==> src/srh_defs.svh <==
`ifndef SRH_DEFS_SVH
`define SRH_DEFS_SVH
// ------------------------------------------------------------
// Timing figures in ns and derived cycle counts
// ------------------------------------------------------------
`define SRH_CLK_NS        100
`define SRH_TRC_NS        85
`define SRH_TCW_NS        65
`define SRH_TOE_NS        45
`define SRH_TODO_NS       30
`define SRH_TRC_CYC       ((`SRH_TRC_NS + `SRH_CLK_NS - 1) / `SRH_CLK_NS)
`define SRH_TCW_CYC       ((`SRH_TCW_NS + `SRH_CLK_NS - 1) / `SRH_CLK_NS)
`define SRH_TOE_CYC       ((`SRH_TOE_NS + `SRH_CLK_NS - 1) / `SRH_CLK_NS)
`define SRH_TODO_CYC      ((`SRH_TODO_NS + `SRH_CLK_NS - 1) / `SRH_CLK_NS)
`define SRH_CNT_W         4
`endif

==> src/srh_pkg.sv <==
`default_nettype none
package srh_pkg;
   typedef enum logic [2:0] {SRH_IDLE, SRH_RD, SRH_RD_END, SRH_WR, SRH_WR_END, SRH_GAP} srh_state_e;
endpackage
`default_nettype wire

==> src/srh_ctrl.sv <==
`include "srh_defs.svh"
`default_nettype none
module srh_ctrl
   import srh_pkg::*;
#(
   parameter int ADDR_W = 15,
   parameter int DATA_W = 8
) (
   input  wire logic              mclk,
   input  wire logic              rst_b,
   input  wire logic              req,
   input  wire logic              req_write,
   input  wire logic [ADDR_W-1:0] req_addr,
   input  wire logic [DATA_W-1:0] req_wdata,
   input  wire logic              retain,
   output logic                   busy,
   output logic                   rd_valid,
   output logic [DATA_W-1:0]      rd_data,
   output logic [ADDR_W-1:0]      word_address_lines,
   input  wire logic [DATA_W-1:0] byte_data_pins_in,
   output logic [DATA_W-1:0]      byte_data_pins_out,
   output logic                   byte_data_pins_oe_b,
   output logic                   chip_sel_b,
   output logic                   out_en_b,
   output logic                   rd_wr_sel
);
   // ------------------------------------------------------------
   // Timing counts
   // ------------------------------------------------------------
   localparam logic [`SRH_CNT_W-1:0] RD_CYC  = `SRH_CNT_W'(`SRH_TRC_CYC + `SRH_TOE_CYC);
   localparam logic [`SRH_CNT_W-1:0] WR_CYC  = `SRH_CNT_W'(`SRH_TCW_CYC);
   localparam logic [`SRH_CNT_W-1:0] GAP_CYC = `SRH_CNT_W'(`SRH_TRC_CYC);
   localparam logic [`SRH_CNT_W-1:0] TURN_CYC = `SRH_CNT_W'(`SRH_TODO_CYC);

   srh_state_e            state_reg;
   logic [`SRH_CNT_W-1:0] cnt_reg;
   logic                  retain_d_reg;

   // ------------------------------------------------------------
   // Access sequencer
   // ------------------------------------------------------------
   // Pins and state move together from one process
   always_ff @(posedge mclk or negedge rst_b) begin
      if (!rst_b) begin
         state_reg           <= SRH_IDLE;
         cnt_reg             <= '0;
         busy                <= 1'b1;
         rd_valid            <= 1'b0;
         rd_data             <= '0;
         word_address_lines  <= '0;
         byte_data_pins_out  <= '0;
         byte_data_pins_oe_b <= 1'b1;
         chip_sel_b          <= 1'b1;
         out_en_b            <= 1'b1;
         rd_wr_sel           <= 1'b1;
         retain_d_reg        <= 1'b1;
      end else begin
         rd_valid     <= 1'b0;
         retain_d_reg <= retain;
         unique case (state_reg)
            SRH_IDLE: begin
               if (retain) begin
                  chip_sel_b <= 1'b1; // Deselect at once
                  busy       <= 1'b1;
               end else if (retain_d_reg) begin
                  state_reg <= SRH_GAP; // Recovery wait
                  cnt_reg   <= GAP_CYC;
               end else if (req) begin
                  busy               <= 1'b1;
                  word_address_lines <= req_addr;
                  chip_sel_b         <= 1'b0;
                  cnt_reg            <= req_write ? WR_CYC : RD_CYC;
                  if (req_write) begin
                     rd_wr_sel           <= 1'b0; // Write select falls with select
                     out_en_b            <= 1'b1;
                     byte_data_pins_out  <= req_wdata;
                     byte_data_pins_oe_b <= 1'b0; // Memory already floated
                     state_reg           <= SRH_WR;
                  end else begin
                     rd_wr_sel <= 1'b1;
                     out_en_b  <= 1'b0;
                     state_reg <= SRH_RD;
                  end
               end else begin
                  busy <= 1'b0;
               end
            end
            SRH_RD: begin
               if (cnt_reg == `SRH_CNT_W'(1)) begin
                  rd_data   <= byte_data_pins_in; // Data valid by now
                  rd_valid  <= 1'b1;
                  out_en_b  <= 1'b1;
                  chip_sel_b <= 1'b1;
                  cnt_reg   <= TURN_CYC;
                  state_reg <= SRH_RD_END;
               end else begin
                  cnt_reg <= cnt_reg - `SRH_CNT_W'(1);
               end
            end
            SRH_RD_END: begin
               // Bus turnaround while memory releases
               if (cnt_reg == `SRH_CNT_W'(1)) begin
                  state_reg <= SRH_GAP;
                  cnt_reg   <= GAP_CYC;
               end else begin
                  cnt_reg <= cnt_reg - `SRH_CNT_W'(1);
               end
            end
            SRH_WR: begin
               if (cnt_reg == `SRH_CNT_W'(1)) begin
                  chip_sel_b <= 1'b1; // Select ends write, held long enough
                  state_reg  <= SRH_WR_END;
               end else begin
                  cnt_reg <= cnt_reg - `SRH_CNT_W'(1);
               end
            end
            SRH_WR_END: begin
               rd_wr_sel           <= 1'b1; // After select rose
               byte_data_pins_oe_b <= 1'b1;
               state_reg           <= SRH_GAP;
               cnt_reg             <= GAP_CYC;
            end
            SRH_GAP: begin
               // Spacing between accesses
               if (cnt_reg <= `SRH_CNT_W'(1)) begin
                  state_reg <= SRH_IDLE;
               end else begin
                  cnt_reg <= cnt_reg - `SRH_CNT_W'(1);
               end
            end
            default: state_reg <= SRH_IDLE;
         endcase
      end
   end

   // ------------------------------------------------------------
   // Pin protocol checks
   // ------------------------------------------------------------
   // Host drive only while the memory is held off
   a_no_contention: assert property (@(posedge mclk) disable iff (!rst_b)
      !byte_data_pins_oe_b |-> (out_en_b && !rd_wr_sel))
      else $error("Host drives data while memory may drive");
   // Selected read keeps the write select high
   a_read_rw_high: assert property (@(posedge mclk) disable iff (!rst_b)
      (!chip_sel_b && !out_en_b) |-> rd_wr_sel)
      else $error("Read/write select low during read");
   // Output enable parked through writes
   a_write_oe_high: assert property (@(posedge mclk) disable iff (!rst_b)
      !rd_wr_sel |-> out_en_b)
      else $error("Output enable low during write");
   // Write select falls only while deselected
   a_cs_after_rw: assert property (@(posedge mclk) disable iff (!rst_b)
      $fell(rd_wr_sel) |-> $past(chip_sel_b))
      else $error("Select fell before write select");
   // Write select returns only after deselect
   a_cs_rise_first: assert property (@(posedge mclk) disable iff (!rst_b)
      $rose(rd_wr_sel) |-> $past(chip_sel_b))
      else $error("Write select rose while selected");
   // Idle leaves every control pin parked
   a_idle_quiet: assert property (@(posedge mclk) disable iff (!rst_b)
      (state_reg == SRH_IDLE) |-> (chip_sel_b && out_en_b && rd_wr_sel && byte_data_pins_oe_b))
      else $error("Pins active while idle");
   // A selected memory always belongs to an access
   a_busy_access: assert property (@(posedge mclk) disable iff (!rst_b)
      !chip_sel_b |-> busy)
      else $error("Chip selected while not busy");

   // ------------------------------------------------------------
   // Timing checks
   // ------------------------------------------------------------
   // Whole selected cycle with data before a write ends
   a_write_width: assert property (@(posedge mclk) disable iff (!rst_b)
      ($rose(chip_sel_b) && !rd_wr_sel) |-> (!$past(chip_sel_b) && !$past(byte_data_pins_oe_b)))
      else $error("Write select window too short");
   // Read data taken two cycles after enable
   a_read_valid: assert property (@(posedge mclk) disable iff (!rst_b)
      $fell(out_en_b) |-> ##2 rd_valid)
      else $error("Read data not taken in time");
   // Host holds off while the memory releases
   a_read_release: assert property (@(posedge mclk) disable iff (!rst_b)
      $rose(out_en_b) |-> byte_data_pins_oe_b ##1 byte_data_pins_oe_b)
      else $error("Host drives during memory release");
   // Address held through each access
   a_addr_held: assert property (@(posedge mclk) disable iff (!rst_b)
      (!chip_sel_b && !$fell(chip_sel_b)) |-> $stable(word_address_lines))
      else $error("Address moved during access");
   // Deselected gap between accesses
   a_gap_spacing: assert property (@(posedge mclk) disable iff (!rst_b)
      $rose(chip_sel_b) |=> chip_sel_b [*2])
      else $error("Accesses too close");
   // Retention deselects at once
   a_retain_desel: assert property (@(posedge mclk) disable iff (!rst_b)
      (retain && state_reg == SRH_IDLE) |=> chip_sel_b)
      else $error("Not deselected for retention");
   // Recovery gap after retention ends
   a_retain_recov: assert property (@(posedge mclk) disable iff (!rst_b)
      (state_reg == SRH_IDLE && retain_d_reg && !retain) |=> chip_sel_b [*2])
      else $error("Access too soon after retention");

   // ------------------------------------------------------------
   // Coverage
   // ------------------------------------------------------------
   c_read: cover property (@(posedge mclk) disable iff (!rst_b) rd_valid);
   c_write: cover property (@(posedge mclk) disable iff (!rst_b) $rose(rd_wr_sel));
   c_retain: cover property (@(posedge mclk) disable iff (!rst_b) $fell(retain));
   c_write_end: cover property (@(posedge mclk) disable iff (!rst_b) $rose(chip_sel_b) && !rd_wr_sel);
   c_recovery: cover property (@(posedge mclk) disable iff (!rst_b) state_reg == SRH_IDLE && retain_d_reg && !retain);
endmodule
`default_nettype wire

==> config.mk <==
export PLATFORM = sky130hd
export DESIGN_NAME = srh_ctrl
export DESIGN_NICKNAME = d
export VERILOG_FILES = /design/src/srh_pkg.sv /design/src/srh_ctrl.sv
export VERILOG_INCLUDE_DIRS = /design/src
export SDC_FILE = /design/constraint.sdc
export NUM_CORES = 1
export LEC_CHECK = 0
export BUFFER_PORTS_ARGS = -buffer_cell sky130_fd_sc_hd__buf_2
export CAP_MARGIN = 20
export CORE_MARGIN = 10
export CORE_UTILIZATION = 45
export CTS_BUF_LIST = sky130_fd_sc_hd__clkbuf_4 sky130_fd_sc_hd__clkbuf_8
export CTS_CLUSTER_SIZE = 16
export DETAILED_ROUTE_END_ITERATION = 10
export HOLD_SLACK_MARGIN = 0.05
export PLACE_DENSITY = 0.73
export SLEW_MARGIN = 20
export SYNTH_ARGS = -nofsm -noshare
export SYNTH_HDL_FRONTEND = slang
export SYNTH_SLANG_ARGS = --single-unit
==> constraint.sdc <==
create_clock -name mclk -period 2 [get_ports mclk]
set_clock_uncertainty 0.05 [all_clocks]
set_input_delay 0.1 -clock mclk [delete_from_list [all_inputs] [get_ports mclk]]
set_output_delay 0.1 -clock mclk [all_outputs]
set_load 0.03 [all_outputs]
### Word level (Yosys, flattened, before mapping)

Cells that the tools add are included.

| word-level totals | value |
|---|---|
| bits in registers | 45 |
| input port bits | 36 |

| operators by class | value |
|---|---|
| add/sub/neg operators | 1 |
| order comparisons | 1 |
| equality and inequality tests | 21 |
| mux-type cells | 42 |
| bitwise operators | 2 |
| reductions and logical operators | 17 |

Operators by type and width:

| kind | number |
|---|---|
| 4-bit two-way mux | 6 |
| 2-bit != test, second input constant | 11 |
| 1-bit two-way mux | 21 |
| 3-bit two-way mux | 7 |
| 4-bit case mux with 5 select lines | 1 |
| 5-bit AND reduction | 4 |
| 3-bit case mux with 6 select lines | 1 |
| 4-bit AND reduction | 3 |
| 3-bit != test, second input constant | 3 |
| 1-bit case mux with 2 select lines | 4 |
| 3-bit by 2-bit equality test with 1-bit output, second input constant | 2 |
| 3-bit equality test, second input constant | 2 |
| 6-bit AND reduction | 1 |
| 2-bit nonzero test | 3 |
| 5-bit nonzero test | 1 |
| 4-bit by 1-bit equality test with 1-bit output, second input constant | 1 |
| 4-bit by 1-bit less-or-equal comparator with 1-bit output, second input constant | 1 |
| 2-bit two-way mux | 2 |
| 2-bit AND reduction | 2 |
| 2-bit OR reduction | 2 |
| 4-bit by 1-bit subtractor with 4-bit output, second input constant | 1 |
| 3-bit by 1-bit equality test with 1-bit output, second input constant | 1 |
| 3-bit zero test | 1 |
| 2-bit by 1-bit != test with 1-bit output, second input constant | 1 |
| 1-bit NOT | 2 |

### Longest topological paths before layout

| depth | value |
|---|---|
| depth in word-level cells | 5 |
| mapped depth | 6 |

### Least setup slack after synthesis

No wires, ideal clock.

| path | value |
|---|---|
| path type | register to register |
| start point | register cnt_reg[1] |
| end point | register cnt_reg[0] |
| library setup time | 0.125 ns |
| data arrival time | 1.537 ns |
| required time | 1.825 ns |
| setup slack | 0.288 ns |
| cell stages (with the launch flop) | 7 |
| clock period less this slack | 1.712 ns |
| path through | dfrtp_1 > inv_1 > ha_1 > nor3b_4 > a21oi_1 > o211ai_2 > mux2_2 |

| between the ends | value |
|---|---|
| cells in the longest elaborated chain, start to end | 3 |
| elaborated cells between the ends (all ways) | 7 |
| classes of those cells | 1 x order compare; 3 x eq/ne; 2 x mux; 1 x reduce/logical |

Ends and longest elaborated chain:

| element | RTL line | RTL |
|---|---|---|
| start: declaration | srh_ctrl.sv:36 | `` logic [`SRH_CNT_W-1:0] cnt_reg; `` |
| start signal: assignment | srh_ctrl.sv:72 | `cnt_reg <= req_write ? WR_CYC : RD_CYC;` |
| start signal: assignment | srh_ctrl.sv:97 | `` cnt_reg <= cnt_reg - `SRH_CNT_W'(1); `` |
| start signal: assignment | srh_ctrl.sv:106 | `` cnt_reg <= cnt_reg - `SRH_CNT_W'(1); `` |
| 4-bit by 1-bit less-or-equal comparator with 1-bit output or 4-bit by 1-bit equality test with 1-bit output (tied branches) | n/a |  |
| 2-bit != test (no source line) or 4-bit two-way mux (tied branches) | n/a |  |
| 5-bit AND reduction (no source line) or 4-bit case mux with 5 select lines (tied branches) | n/a |  |

Several ways; a longest one is shown, not always the timed one.
A chain may end at the register's enable or synchronous reset.

### Final worst setup path

| path | value |
|---|---|
| start point | register cnt_reg[1] |
| end point | register cnt_reg[1] |

| between the ends | value |
|---|---|
| cells in the longest elaborated chain, start to end | 3 |
| elaborated cells between the ends (all ways) | 10 |
| classes of those cells | 1 x add/sub; 1 x order compare; 3 x eq/ne; 4 x mux; 1 x reduce/logical |

Ends and longest elaborated chain:

| element | RTL line | RTL |
|---|---|---|
| 4-bit by 1-bit subtractor with 4-bit output, or another cell as far along | n/a |  |
| 4-bit two-way mux, or another cell as far along | srh_ctrl.sv:125 | `` if (cnt_reg <= `SRH_CNT_W'(1)) begin `` |
| 4-bit case mux with 5 select lines or 5-bit AND reduction (tied branches) | n/a |  |

Several ways; a longest one is shown, not always the timed one. The select of a mux whose other input is x is not followed.

==> out/qor.csv <==
metric;value;unit
synth_fp_nets;191;
grt_use_total;0.154;
yosys_warnings;0;
final.setup.tns;0;ns
min_period_over_period;0.919;
fillers;298;
worst_slew_pin_slew;0.482;ns
cp-start-kind;flop;
grt_overflow;0;
relSlewSlack;0.679;
drc;0;
wl;5.62;mm
die_x;88.2;um
clkLatencyLatePin;0.30;ns
start_util;0.474;
synth_edf_count;0;
grt_pass1_wl;9.51;mm
synth_largest_area_cell;dfrtp_1;
setup_viol_count_final;0;
cts_tree;yes;
place.gp.congestion;0.894;
crit_required;2.14;ns
min_path_type;input port to flop;
ys.flop_type;dfrtp_1;
ys_seq_elements;45;
critPathTopFamily;simple AND/OR/NAND/NOR gates;
ys_types;46;
postRouteAntennaNets;0;
final_nets;309;
largest_register_ff_count;15;
drt_iter0_markers;73;
cp_slowest_stage_delay;0.43;ns
power;4.97;mW
num_vias;1679;
core;0.00441;sq mm
slew_viol_final;0;
cp_max_fo;4;
leakagePower;1.50;nW
cts_buffers;5;
path_clk_slew;0.09;ns
io_buffers;72;
min_period;1.84;ns
firstDrtPassIters;4;
fin_cells;324;
endpoint_kind;flop;
worstSetupPathType;flop to flop;
ff_latch_area;0.00113;sq mm
ctsHtreeMaxLevel;2;
async_flop_share;1.00;
boundaryPins;73;
hold_violations;0;
clockRootBuffer;clkbuf_8;
routedWlPerCell;17.3;um
largest-register;word_address_lines;
grt_max_degree;23;
die_h;88.2;um
clockBufferDepth;2;
syn-instance-count;153;
grt_pass1_vias;1838;
syn2layout_area_growth;43.6;%
grt_antenna_before_repair;0;
post-place-cells;280;
power_density;1650;mW/mm^2
max_cap_violations;0;
netlist_area;0.00209;sq mm
antennaDiodeCount;0;
status;completed;
yosys-top-cells-area;dfrtp_1, dfstp_2, mux2_2;
yosysSeqAreaShare;0.542;
routed_via_density;5.18;
num_rows;24;
max_freq;0.544;GHz
cts_sinks;45;
critPathArrivalTime;1.98;ns
dieArea;0.00778;sq mm
multi_input_area;897;sq um
synth_top_area_share;0.467;
drive_gt1_frac;0.485;
cp_slowest_cell;or3b_4;
reg_top3;word_address_lines (15), byte_data_pins_out (8), rd_data (8);
grt_setup_unrepaired;no;
worstPathCellList;inv_1 -> ha_1 -> or3b_4 -> nor3_4 -> o31ai_1 -> mux2_2;
crit_buf_inv;1;
avgSynthCellArea;13.7;sq um
hpwl;3.93;mm
ir_drop;0.931;mV
## tightest hold or removal path, stage by stage
cell and delay (ns):
buf_2 0.13, nand3_4 0.13, nand3_1 0.09
## stage by stage
| stage | setup WS [ns] | area, sq um | hold WS (ns) | utilization |
|---|---|---|---|---|
| after floorplan | 0.288 | 2090 | -0.246 | - |
| after global placement | 0.183 | 2530 | 0.0325 | 0.574 |
| after detailed placement | 0.0642 | 2530 | 0.0417 | 0.574 |
| after CTS | 0.0538 | 2980 | 0.120 | 0.675 |
| after global routing | 0.0476 | 3000 | 0.118 | 0.681 |
| final | 0.161 | 3000 | 0.115 | 0.681 |
## power breakdown
part           switching, mW  total, mW  internal [mW]
Clock                  0.333      0.714          0.381
Combinational           1.57       2.63           1.06
Sequential             0.277       1.63           1.35
Total                   2.17       4.97           2.80
## timing repair
item                                    4_1_cts  5_1_grt
hold buffers                                 33        0
endpoints found under the setup margin        0        2
endpoints found under the hold margin        52        0
buffers inserted                              0        3
resized for setup                             0        0
## area by class of cell
cell class	count	area share
Sequential cell	45	0.377
Multi-Input combinational cell	97	0.299
Timing Repair Buffer	115	0.255
Clock buffer	5	0.0229
Tap cell	52	0.0217
Clock inverter	3	0.0158
Inverter	7	0.00875
## cell usage after synthesis (2+ instances only)
master   count
a211o_1      2
a21oi_1      6
a31oi_1      3
buf_6        2
dfrtp_1     39
dfstp_2      6
ha_1         2
inv_1        6
mux2_1      11
mux2_2      13
mux2_4       9
nand2_1      6
nand3_1      3
nor2_1       5
nor3_1       3
nor3_4       2
nor3b_4      2
o21ai_0      3
o21ai_1      2
o22a_1       2
## final timing paths
kind                                        from                     to  cells past startpoint  slack (ns)
setup / recovery                      cnt_reg[1]             cnt_reg[1]                      6        0.16
hold / removal                         req_write               out_en_b                      3        0.12
setup reg to reg                      cnt_reg[1]             cnt_reg[1]                      6        0.16
hold reg to reg            byte_data_pins_out[2]  byte_data_pins_out[2]                      1        0.44
max in group asynchronous                  rst_b                   busy                      3        1.04
min in group asynchronous                  rst_b  byte_data_pins_out[5]                      2        0.24
## routing by layer
metal,wire (um),GRT usage,up-vias
li1,-,-,789
met1,2230,0.179,832
met2,2930,0.263,49
met3,391,0.0557,9
met4,70,0.0371,0
met5,0,0,-
## layout by cell type, fill, tap and decap left out, types with 2 or more instances in the layout
cell,count
ha_1,2
nand2_1,6
mux2_1,11
inv_1,6
clkbuf_8,5
nor2_1,5
o22a_1,2
nor3_4,2
buf_4,10
nor3_1,3
buf_2,72
inv_6,2
nor3b_4,2
a21oi_1,6
a211o_1,2
o21ai_1,2
a31oi_1,3
nand3_1,3
dfstp_2,6
mux2_2,13
dfrtp_1,39
o21ai_0,3
dlygate4sd3_1,33
mux2_4,9
## kinds of logic (layout without fill, tap and decap cells)
family / count (synthesis) / after routing / synth area share
and+or+nand+nor: 33 / 33 / 0.126
muxes: 33 / 33 / 0.194
DFF: 45 / 45 / 0.542
buffers and inverters: 11 / 130 / 0.0293
adders and majority gates: 2 / 2 / 0.0120
AOI/OAI and AO/OA: 29 / 29 / 0.0975
Power figures use the tool's default switching activity.
